===== src/core/vgsr_pkg.sv =====
// constants, types and register map of the general and sequencer register bank
package vgsr_pkg;

  // ------------------------------------------------------------------
  // host i/o port addresses
  // ------------------------------------------------------------------
  localparam logic [15:0] PORT_MISC_WR     = 16'h03c2;
  localparam logic [15:0] PORT_STATUS_ZERO = 16'h03c2;
  localparam logic [15:0] PORT_MISC_RD     = 16'h03cc;
  localparam logic [15:0] PORT_SEQ_INDEX   = 16'h03c4;
  localparam logic [15:0] PORT_SEQ_DATA    = 16'h03c5;
  localparam logic [15:0] PORT_FEATURE_RD  = 16'h03ca;
  localparam logic [15:0] PORT_MONO_STAT   = 16'h03ba;
  localparam logic [15:0] PORT_COLOR_STAT  = 16'h03da;
  localparam logic [15:0] PORT_MONO_CRT    = 16'h03b4;
  localparam logic [15:0] PORT_COLOR_CRT   = 16'h03d4;
  localparam logic [15:0] PORT_CRT_MASK    = 16'hfffe;

  // ------------------------------------------------------------------
  // sequencer indices
  // ------------------------------------------------------------------
  localparam logic [2:0] IDX_RESET   = 3'h0;
  localparam logic [2:0] IDX_CLOCK   = 3'h1;
  localparam logic [2:0] IDX_MAPMASK = 3'h2;
  localparam logic [2:0] IDX_CHARMAP = 3'h3;
  localparam logic [2:0] IDX_MEMMODE = 3'h4;

  // ------------------------------------------------------------------
  // field positions
  // ------------------------------------------------------------------
  localparam int MISC_ADDR_SEL  = 0;
  localparam int MISC_RAM_EN    = 1;
  localparam int MISC_CLK_LO    = 2;
  localparam int MISC_CLK_HI    = 3;
  localparam int ST0_IRQ        = 7;
  localparam int ST0_SENSE      = 4;
  localparam int ST1_DIAG_HI    = 5;
  localparam int ST1_DIAG_LO    = 4;
  localparam int ST1_VRETRACE   = 3;
  localparam int ST1_DISP_OFF   = 0;
  localparam int FEAT_VSYNC_OR  = 3;
  localparam int RST_ASYNC      = 0;
  localparam int RST_SYNC       = 1;
  localparam int CLK_DOTS8      = 0;
  localparam int CLK_SHIFT_LOAD = 2;
  localparam int CLK_DOT_DIV    = 3;
  localparam int CLK_SHIFT4     = 4;
  localparam int CLK_SCREEN_OFF = 5;
  localparam int MEM_EXTENDED   = 1;
  localparam int MEM_ODD_EVEN   = 2;
  localparam int MEM_CHAIN4     = 3;

  // ------------------------------------------------------------------
  // writable bit masks and reset values
  // ------------------------------------------------------------------
  localparam logic [7:0] MASK_MISC    = 8'hef;
  localparam logic [7:0] MASK_FEAT    = 8'h08;
  localparam logic [7:0] MASK_INDEX   = 8'h07;
  localparam logic [7:0] MASK_RESET   = 8'h03;
  localparam logic [7:0] MASK_CLOCK   = 8'h3d;
  localparam logic [7:0] MASK_MAPMASK = 8'h0f;
  localparam logic [7:0] MASK_CHARMAP = 8'h3f;
  localparam logic [7:0] MASK_MEMMODE = 8'h0e;
  localparam logic [7:0] RST_VAL_SEQRST = 8'h03;
  localparam logic [7:0] RST_VAL_ZERO   = 8'h00;

  // ------------------------------------------------------------------
  // character timing
  // ------------------------------------------------------------------
  localparam logic [3:0] DOTS_NINE  = 4'h8;
  localparam logic [3:0] DOTS_EIGHT = 4'h7;
  localparam logic [1:0] LOAD_EVERY_FOURTH = 2'h3;
  localparam logic [1:0] LOAD_EVERY_OTHER  = 2'h1;
  localparam logic [1:0] LOAD_EVERY        = 2'h0;

  // ------------------------------------------------------------------
  // types
  // ------------------------------------------------------------------
  typedef enum logic [2:0] {
    SRC_A    = 3'b001,
    SRC_B    = 3'b010,
    SRC_USER = 3'b100
  } vgsr_src_t;

  typedef enum logic [1:0] {
    SEQ_RUN  = 2'b01,
    SEQ_HALT = 2'b10
  } vgsr_seq_t;

  typedef struct packed {
    logic        rd;
    logic        wr;
    logic [15:0] addr;
    logic [7:0]  wdata;
  } vgsr_io_req_t;

  typedef struct packed {
    logic       vretrace_irq;
    logic       monitor_sense_out;
    logic [7:0] pixel_bus;
    logic [1:0] plane_diag_sel;
    logic       vretrace;
    logic       display_off;
    logic       vsync;
    logic       vdisp_en;
  } vgsr_video_in_t;

  typedef struct packed {
    logic [7:0] misc;
    logic [7:0] feat;
    logic [7:0] seq_index;
    logic [7:0] seq_reset;
    logic [7:0] clock_mode;
    logic [7:0] map_mask;
    logic [7:0] char_map;
    logic [7:0] mem_mode;
    logic [7:0] rdata;
    logic       ack;
    logic       vsync_out;
    logic       dot_phase;
    logic [3:0] dot_cnt;
    logic [1:0] char_cnt;
    logic       shift_load;
    logic       char_tick;
    vgsr_seq_t  seq;
  } vgsr_state_t;

endpackage


===== src/core/vgsr_regs.sv =====
// general and sequencer register bank with sequencer timing and map write steering
//
// Behaviour
// - clock select bits choose dot clock source while cfg_bit3 low
// - video RAM access blocked while enable low
// - address select picks mono or color ports
// - status zero bit 7 shows retrace interrupt
// - status zero bit 4 shows monitor sense
// - plane enable bits pick diagnostic pixel pair
// - status one bit 3 shows vertical retrace
// - status one bit 0 shows display disabled
// - feature bit 3 ORs vsync with display enable
// - sequencer index selects data port register
// - reset bits halt sequencer sync or async
// - screen off blanks image, sync keeps running
// - shift4 loads serializers every fourth character
// - shift load picks every or other character
// - dot clock bit halves the dot rate
// - character clock is nine or eight dots
// - map mask enables host writes per map
// - font A slot from three bit selector
// - font B slot with same mapping
// - attribute bit 3 switches fonts when extended
// - chain four lets address bits pick map
// - odd even sends address parity to maps
// - extended memory bit flags more than 64KB
`timescale 1ns/1ps
module vgsr_regs
(
  // clock and reset
  input  wire logic                     clk,
  input  wire logic                     rst_n,
  // host i/o port
  input  wire vgsr_pkg::vgsr_io_req_t   io_req,
  output logic [7:0]                    io_rdata,
  output logic                          io_ack,
  // host video memory port
  input  wire logic                     mem_req,
  input  wire logic                     mem_wr,
  input  wire logic [1:0]               mem_addr_lo,
  output logic                          mem_grant,
  output logic [3:0]                    map_write_en,
  // video side status
  input  wire vgsr_pkg::vgsr_video_in_t video_in,
  input  wire logic                     cfg_bit3,
  input  wire logic                     attr_bit3,
  // sequencer outputs
  output vgsr_pkg::vgsr_src_t           dot_clock_sel,
  output logic                          vsync_out,
  output logic                          blank_out,
  output logic                          seq_halted,
  output logic                          dot_tick,
  output logic                          char_tick,
  output logic                          shift_load,
  output logic [3:0]                    char_width_m1,
  output logic [2:0]                    font_a_slot,
  output logic [2:0]                    font_b_slot,
  output logic [2:0]                    text_font_slot,
  output logic                          ext_memory,
  output logic                          crt_sel_color,
  output logic                          crt_port_hit
);

  // ------------------------------------------------------------------
  // helpers
  // ------------------------------------------------------------------
  // 8 KB slot number, 0-based: even slots for low values, odd for high
  function automatic logic [2:0] font_slot(input logic [2:0] sel);
    font_slot = {sel[1:0], sel[2]};
  endfunction

  function automatic logic [15:0] stat_port(input logic color);
    stat_port = color ? vgsr_pkg::PORT_COLOR_STAT : vgsr_pkg::PORT_MONO_STAT;
  endfunction

  vgsr_pkg::vgsr_state_t st;
  vgsr_pkg::vgsr_state_t next_st;

  logic [7:0] status_zero;
  logic [7:0] status_one;
  logic [1:0] diag_pair;
  logic       async_halt;
  logic       color_map;

  assign color_map  = st.misc[vgsr_pkg::MISC_ADDR_SEL];
  assign async_halt = ~st.seq_reset[vgsr_pkg::RST_ASYNC];

  // ------------------------------------------------------------------
  // status assembly
  // ------------------------------------------------------------------
  always_comb
  begin
    case (video_in.plane_diag_sel)
      2'b00:   diag_pair = {video_in.pixel_bus[2], video_in.pixel_bus[0]};
      2'b01:   diag_pair = {video_in.pixel_bus[5], video_in.pixel_bus[4]};
      2'b10:   diag_pair = {video_in.pixel_bus[3], video_in.pixel_bus[1]};
      default: diag_pair = {video_in.pixel_bus[7], video_in.pixel_bus[6]};
    endcase
    status_zero = 8'h00;
    status_zero[vgsr_pkg::ST0_IRQ]   = video_in.vretrace_irq;
    // meaningful only while active video is out
    status_zero[vgsr_pkg::ST0_SENSE] = video_in.monitor_sense_out;
    status_one = 8'h00;
    status_one[vgsr_pkg::ST1_DIAG_HI]  = diag_pair[1];
    status_one[vgsr_pkg::ST1_DIAG_LO]  = diag_pair[0];
    status_one[vgsr_pkg::ST1_VRETRACE] = video_in.vretrace;
    status_one[vgsr_pkg::ST1_DISP_OFF] = video_in.display_off;
  end

  // ------------------------------------------------------------------
  // next state
  // ------------------------------------------------------------------
  always_comb
  begin
    logic [3:0] width_m1;
    logic [1:0] load_div;
    logic       dtick;
    logic       ctick;
    width_m1 = 4'h0;
    load_div = 2'h0;
    dtick    = 1'b0;
    ctick    = 1'b0;
    next_st = st;
    next_st.ack   = 1'b0;
    next_st.rdata = 8'h00;

    // host writes; the index register steers the data port
    if (io_req.wr)
    begin
      next_st.ack = 1'b1;
      case (io_req.addr)
        vgsr_pkg::PORT_MISC_WR:
          next_st.misc = io_req.wdata & vgsr_pkg::MASK_MISC;
        vgsr_pkg::PORT_SEQ_INDEX:
          next_st.seq_index = io_req.wdata & vgsr_pkg::MASK_INDEX;
        vgsr_pkg::PORT_SEQ_DATA:
          case (st.seq_index[2:0])
            vgsr_pkg::IDX_RESET:   next_st.seq_reset  = io_req.wdata & vgsr_pkg::MASK_RESET;
            vgsr_pkg::IDX_CLOCK:   next_st.clock_mode = io_req.wdata & vgsr_pkg::MASK_CLOCK;
            vgsr_pkg::IDX_MAPMASK: next_st.map_mask   = io_req.wdata & vgsr_pkg::MASK_MAPMASK;
            vgsr_pkg::IDX_CHARMAP: next_st.char_map   = io_req.wdata & vgsr_pkg::MASK_CHARMAP;
            vgsr_pkg::IDX_MEMMODE: next_st.mem_mode   = io_req.wdata & vgsr_pkg::MASK_MEMMODE;
            default:               next_st.ack        = 1'b0;
          endcase
        default:
          if (io_req.addr == stat_port(color_map))
            next_st.feat = io_req.wdata & vgsr_pkg::MASK_FEAT;
          else
            next_st.ack = 1'b0;
      endcase
    end
    else if (io_req.rd)
    begin
      next_st.ack = 1'b1;
      case (io_req.addr)
        vgsr_pkg::PORT_STATUS_ZERO: next_st.rdata = status_zero;
        vgsr_pkg::PORT_MISC_RD:     next_st.rdata = st.misc;
        vgsr_pkg::PORT_FEATURE_RD:  next_st.rdata = st.feat;
        vgsr_pkg::PORT_SEQ_INDEX:   next_st.rdata = st.seq_index;
        vgsr_pkg::PORT_SEQ_DATA:
          case (st.seq_index[2:0])
            vgsr_pkg::IDX_RESET:   next_st.rdata = st.seq_reset;
            vgsr_pkg::IDX_CLOCK:   next_st.rdata = st.clock_mode;
            vgsr_pkg::IDX_MAPMASK: next_st.rdata = st.map_mask;
            vgsr_pkg::IDX_CHARMAP: next_st.rdata = st.char_map;
            vgsr_pkg::IDX_MEMMODE: next_st.rdata = st.mem_mode;
            default:               next_st.rdata = 8'h00;
          endcase
        default:
          if (io_req.addr == stat_port(color_map))
            next_st.rdata = status_one;
          else
            next_st.ack = 1'b0;
      endcase
    end

    // sync output gating
    next_st.vsync_out = st.feat[vgsr_pkg::FEAT_VSYNC_OR] ?
                        (video_in.vsync | video_in.vdisp_en) : video_in.vsync;

    // character timing
    width_m1 = st.clock_mode[vgsr_pkg::CLK_DOTS8] ?
               vgsr_pkg::DOTS_EIGHT : vgsr_pkg::DOTS_NINE;
    if (st.clock_mode[vgsr_pkg::CLK_SHIFT4])
      load_div = vgsr_pkg::LOAD_EVERY_FOURTH;
    else if (st.clock_mode[vgsr_pkg::CLK_SHIFT_LOAD])
      load_div = vgsr_pkg::LOAD_EVERY_OTHER;
    else
      load_div = vgsr_pkg::LOAD_EVERY;
    next_st.char_tick  = 1'b0;
    next_st.shift_load = 1'b0;

    case (st.seq)
      vgsr_pkg::SEQ_RUN:
      begin
        next_st.dot_phase = ~st.dot_phase;
        dtick = ~st.clock_mode[vgsr_pkg::CLK_DOT_DIV] | st.dot_phase;
        if (dtick)
        begin
          ctick = (st.dot_cnt >= width_m1);
          next_st.dot_cnt = ctick ? 4'h0 : st.dot_cnt + 4'h1;
        end
        if (ctick)
        begin
          next_st.char_tick  = 1'b1;
          next_st.shift_load = ((st.char_cnt & load_div) == 2'h0);
          next_st.char_cnt   = st.char_cnt + 2'h1;
        end
        // synchronous halt waits for a character boundary
        if (~st.seq_reset[vgsr_pkg::RST_SYNC] & ctick)
          next_st.seq = vgsr_pkg::SEQ_HALT;
      end
      vgsr_pkg::SEQ_HALT:
      begin
        next_st.dot_phase = 1'b0;
        next_st.dot_cnt   = 4'h0;
        next_st.char_cnt  = 2'h0;
        if (&st.seq_reset[1:0])
          next_st.seq = vgsr_pkg::SEQ_RUN;
      end
      default:
        next_st.seq = vgsr_pkg::SEQ_HALT;
    endcase

    // asynchronous halt clears at once, without waiting for a boundary
    if (async_halt)
    begin
      next_st.seq        = vgsr_pkg::SEQ_HALT;
      next_st.dot_phase  = 1'b0;
      next_st.dot_cnt    = 4'h0;
      next_st.char_cnt   = 2'h0;
      next_st.char_tick  = 1'b0;
      next_st.shift_load = 1'b0;
    end
  end

  // ------------------------------------------------------------------
  // state register
  // ------------------------------------------------------------------
  always_ff @(posedge clk)
  begin
    if (!rst_n)
    begin
      st            <= '0;
      st.seq_reset  <= vgsr_pkg::RST_VAL_SEQRST;
      st.misc       <= vgsr_pkg::RST_VAL_ZERO;
      st.seq        <= vgsr_pkg::SEQ_RUN;
    end
    else
      st <= next_st;
  end

  // ------------------------------------------------------------------
  // outputs
  // ------------------------------------------------------------------
  always_comb
  begin
    case (st.misc[vgsr_pkg::MISC_CLK_HI:vgsr_pkg::MISC_CLK_LO])
      2'b00:   dot_clock_sel = vgsr_pkg::SRC_A;
      2'b01:   dot_clock_sel = cfg_bit3 ? vgsr_pkg::SRC_A : vgsr_pkg::SRC_B;
      default: dot_clock_sel = cfg_bit3 ? vgsr_pkg::SRC_A : vgsr_pkg::SRC_USER;
    endcase
  end

  assign io_rdata      = st.rdata;
  assign io_ack        = st.ack;
  assign mem_grant     = mem_req & st.misc[vgsr_pkg::MISC_RAM_EN];
  assign crt_sel_color = color_map;
  assign crt_port_hit  = (io_req.rd | io_req.wr) &&
                         ((io_req.addr & vgsr_pkg::PORT_CRT_MASK) ==
                          (color_map ? vgsr_pkg::PORT_COLOR_CRT : vgsr_pkg::PORT_MONO_CRT));

  always_comb
  begin
    logic [3:0] steer;
    steer = 4'hf;
    if (st.mem_mode[vgsr_pkg::MEM_CHAIN4])
      steer = 4'h1 << mem_addr_lo;
    else if (!st.mem_mode[vgsr_pkg::MEM_ODD_EVEN])
      steer = mem_addr_lo[0] ? 4'ha : 4'h5;
    map_write_en = (mem_grant & mem_wr) ? (steer & st.map_mask[3:0]) : 4'h0;
  end

  assign vsync_out      = st.vsync_out;
  assign seq_halted     = (st.seq == vgsr_pkg::SEQ_HALT) | async_halt;
  assign blank_out      = st.clock_mode[vgsr_pkg::CLK_SCREEN_OFF] | seq_halted;
  assign dot_tick       = (st.seq == vgsr_pkg::SEQ_RUN) & ~async_halt &
                          (~st.clock_mode[vgsr_pkg::CLK_DOT_DIV] | st.dot_phase);
  assign char_tick      = st.char_tick;
  assign shift_load     = st.shift_load;
  assign char_width_m1  = st.clock_mode[vgsr_pkg::CLK_DOTS8] ?
                          vgsr_pkg::DOTS_EIGHT : vgsr_pkg::DOTS_NINE;
  assign font_a_slot    = font_slot({st.char_map[5], st.char_map[3:2]});
  assign font_b_slot    = font_slot({st.char_map[4], st.char_map[1:0]});
  assign ext_memory     = st.mem_mode[vgsr_pkg::MEM_EXTENDED];
  assign text_font_slot = (ext_memory & ~attr_bit3) ? font_b_slot : font_a_slot;
endmodule


===== config.mk =====
export PLATFORM = sky130hd
export DESIGN_NAME = vgsr_regs
export DESIGN_NICKNAME = d
export VERILOG_FILES = /design/src/core/vgsr_pkg.sv /design/src/core/vgsr_regs.sv
export SDC_FILE = /design/constraint.sdc
export NUM_CORES = 1
export LEC_CHECK = 0
export ABC_CLOCK_PERIOD_IN_PS = 2500
export BUFFER_PORTS_ARGS = -buffer_cell sky130_fd_sc_hd__buf_2
export CAP_MARGIN = 0
export CORE_MARGIN = 5
export CORE_UTILIZATION = 40
export CTS_CLUSTER_DIAMETER = 80
export DETAILED_ROUTE_END_ITERATION = 10
export GPL_TIMING_DRIVEN = 0
export SLEW_MARGIN = 20
export SYNTH_ARGS = -nofsm -noshare
export SYNTH_HDL_FRONTEND = slang
export SYNTH_SLANG_ARGS = --single-unit
export TNS_END_PERCENT = 20

===== constraint.sdc =====
create_clock -name clk -period 2.5 [get_ports clk]
set_clock_uncertainty 0.1 [all_clocks]
set_input_delay 0.375 -clock clk [delete_from_list [all_inputs] [get_ports clk]]
set_output_delay 0.375 -clock clk [all_outputs]
set_load 0.02 [all_outputs]

==> impl_metrics.json <==
{
  "status": "finished clean",
  "postLayoutCoreUtil_pct": 49.2,
  "dp_hpwl_mm": 6.42,
  "crit_chain": "inv_1, ha_1, clkbuf_1, nand2b_1, or2_2, buf_2",
  "drv_cap": 0,
  "leakage_nw": 1.63,
  "postCtsHoldBufs": 0,
  "critPathArrivalTime_ps": 1840,
  "worstSetupPathType": "reg -> out",
  "finalPower_mw": 1.66,
  "worst_pin_slew_ps": 698,
  "critPathMaxFanout": 10,
  "syn_area_per_cell_um2": 9.22,
  "r2r_slack_ps": 300,
  "fin_crit_ps": 2310,
  "grt_max_degree": 19,
  "start_util_pct": 40.6,
  "critPathSlowestCell": "dfxtp_1",
  "route.vias.total": 2720,
  "synth_area_leaders": "dfxtp_1, mux2i_1, nor2b_1",
  "final_nets": 484,
  "core_um2": 7610,
  "first_pass_iters": 4,
  "cts-root-buf": "clkbuf_8",
  "clockBufferDepth": 2,
  "ios": 89,
  "drive_above_1_share_pct": 31.5,
  "antenna_cells": 0,
  "finalSetupViolations": 0,
  "fill_cells": 786,
  "syn_nets": 392,
  "syn_area_um2": 3090,
  "drt_first_iter_violations": 121,
  "ant_nets": 0,
  "relSlewSlack_pct": 53.0,
  "reg2regPathDepth": 5,
  "slowest_delay_ps": 370,
  "antenna_found_initial": 0,
  "synth_edf_count": 0,
  "synthDistinctLibCells": 53,
  "globalRoute.totalOverflow": 0,
  "r2r-end": "font_b_slot[1]",
  "yosys_warnings": 0,
  "syn_inst": 335,
  "synth_flop_cell": "dfxtp_1",
  "fp.dieH_um": 97.9,
  "synth_top_area_cell": "dfxtp_1",
  "placementRows": 32,
  "die_area_um2": 9580,
  "gp_congestion": 0.795,
  "drt_wl_total_mm": 8.18,
  "cts_setup_buffers": 0,
  "hold_depth": 3,
  "power_density_nw_per_um2": 443,
  "grt_pass1_vias": 2672,
  "wire_per_inst_um": 15.4,
  "die_w_um": 97.9,
  "hold_path_class": "in -> reg",
  "setup.worst_path.end_class": "primary output",
  "finalSetupTns_ps": 0,
  "yosysSeqAreaShare_pct": 33.7,
  "clock.fmax_mhz": 433,
  "htree_levels": 2,
  "cp.required_ps": 2030,
  "yosys.area.top_type_share_pct": 33.7,
  "period_share_pct": 92.5,
  "cts_resized": 0,
  "clk_pin_slew_ps": 110,
  "ys_ff_latch": 52,
  "finalHoldViolCount": 0,
  "io_buffers": 85,
  "synthArstFlopShare_pct": 0,
  "cts_tree": "built",
  "viasPerCell": 5.13,
  "cts_made_buffers": 5,
  "worstHoldStart": "video_in[2]",
  "rsz0062_at_grt": "false",
  "rr_startpoint": "st[62]",
  "startpoint_type": "register",
  "grt_pass1_wl_mm": 13.3,
  "track_usage_pct": 16.9,
  "drc": 0,
  "hold_path_end": "io_rdata[0]",
  "peakVddDrop_uv": 281,
  "slew_viol_final": 0,
  "layout-area-overhead-vs-synth_pct": 21.1,
  "cts.sinks": 52,
  "clock_latency_ps": 310
}
[worst max-delay path, delay by kind of cell, from the launching register on]
family | cells | cell delay, ps
buf+inv | 3 | 450
fa+ha+maj | 1 | 210
flops | 1 | 370
simple gates | 2 | 500
[cells by family (layout without fill, tap and decap cells)]
logic type,after synthesis,in the layout,share of synthesized area (%)
AO/OA/AOI/OAI,59,59,13.5
adder cells (fa/ha/maj),7,7,2.84
flip-flops,52,52,33.7
multiplexers,43,43,14.9
AND/OR/NAND/NOR,132,132,27.5
XOR/XNOR,1,1,0.284
buffers and inverters,41,134,7.25
[synthesized netlist by cell type (3+ instances only)]
cell type and number:
a22oi_1 7, mux2i_1 36, dfxtp_1 52, mux2_2 5, a32oi_1 3, ha_1 7
nand4_1 3, nor3_1 4, a21oi_1 16, o211ai_1 6, nor2b_1 33, and3_1 8
o21ai_0 7, nor4_2 3, nand3_1 10, clkbuf_1 9, nor2_1 16, o21a_1 3
inv_1 11, o22ai_1 3, nand2b_1 10, buf_4 18, nor4_4 4, nand2_1 19
[sequential cells by signal, summed over array words and instances, names as in the netlist]
signal         flops
io_rdata           8
font_b_slot        3
crt_sel_color      1
io_ack             1
vsync_out          1
st                32
font_a_slot        3
char_tick          1
shift_load         1
ext_memory         1
[layer usage]
layer / routed length (µm) / global-route usage, % / vias to the layer above
li1: - / - / 1377
met1: 3800 / 21.6 / 1286
met2: 3980 / 29.5 / 53
met3: 338 / 3.36 / 4
met4: 65 / 3.83 / 0
met5: 0 / 0 / -
[worst max path at each step]
stage / start / to / slack, ps / depth (start not counted)
2_1_floorplan: io_req[21] / crt_port_hit / 460 / 3
3_3_place_gp: io_req[19] / io_rdata[4] / 80 / 6
3_5_place_dp: io_req[19] / io_rdata[4] / 70 / 6
4_1_cts: st[0] / blank_out / 180 / 6
5_1_grt: st[6] / st[5] / 20 / 7
6_report: st[0] / blank_out / 190 / 6
[through the flow]
stage	hold slack, ps	std cells	setup WS [ps]	area [µm²]
floorplan	348	335	461	3090
global placement	369	522	77.9	3640
detailed placement	366	522	68.9	3640
CTS	155	530	178	3740
global route	181	530	21.8	3740
finish	161	530	189	3740
[cells in the final DEF (no fill, tap or decap), drive strengths merged, types with 3 or more instances in the layout]
cell type	n
mux2	5
nor2	16
nor2b	33
and3	8
nor3b	3
a22oi	7
a32oi	3
o21ai	9
nand3	10
mux2i	36
ha	7
a21oi	16
o21a	3
o22ai	3
inv	12
nor3	4
dfxtp	52
buf	106
nand2	19
clkbuf	14
nor4	8
nand2b	10
o211ai	6
nand4	3
[power breakdown]
part	internal [mW]	total (mW)	switching [mW]
clock network	0.206	0.514	0.308
registers	0.850	0.867	0.0173
logic	0.117	0.275	0.158
total	1.17	1.66	0.483
[cell type report]
type                            count  area, µm²  area share (%)
Multi-Input combinational cell    242       1820            48.8
Sequential cell                    52       1040            27.9
Timing Repair Buffer               85        425            11.4
Buffer                             30        183            4.88
Tap cell                          102        128            3.41
Clock buffer                        5       68.8            1.84
Inverter                           11       41.3            1.10
Clock inverter                      3       27.5           0.736
Note: power is estimated with default switching activity, not from simulation.
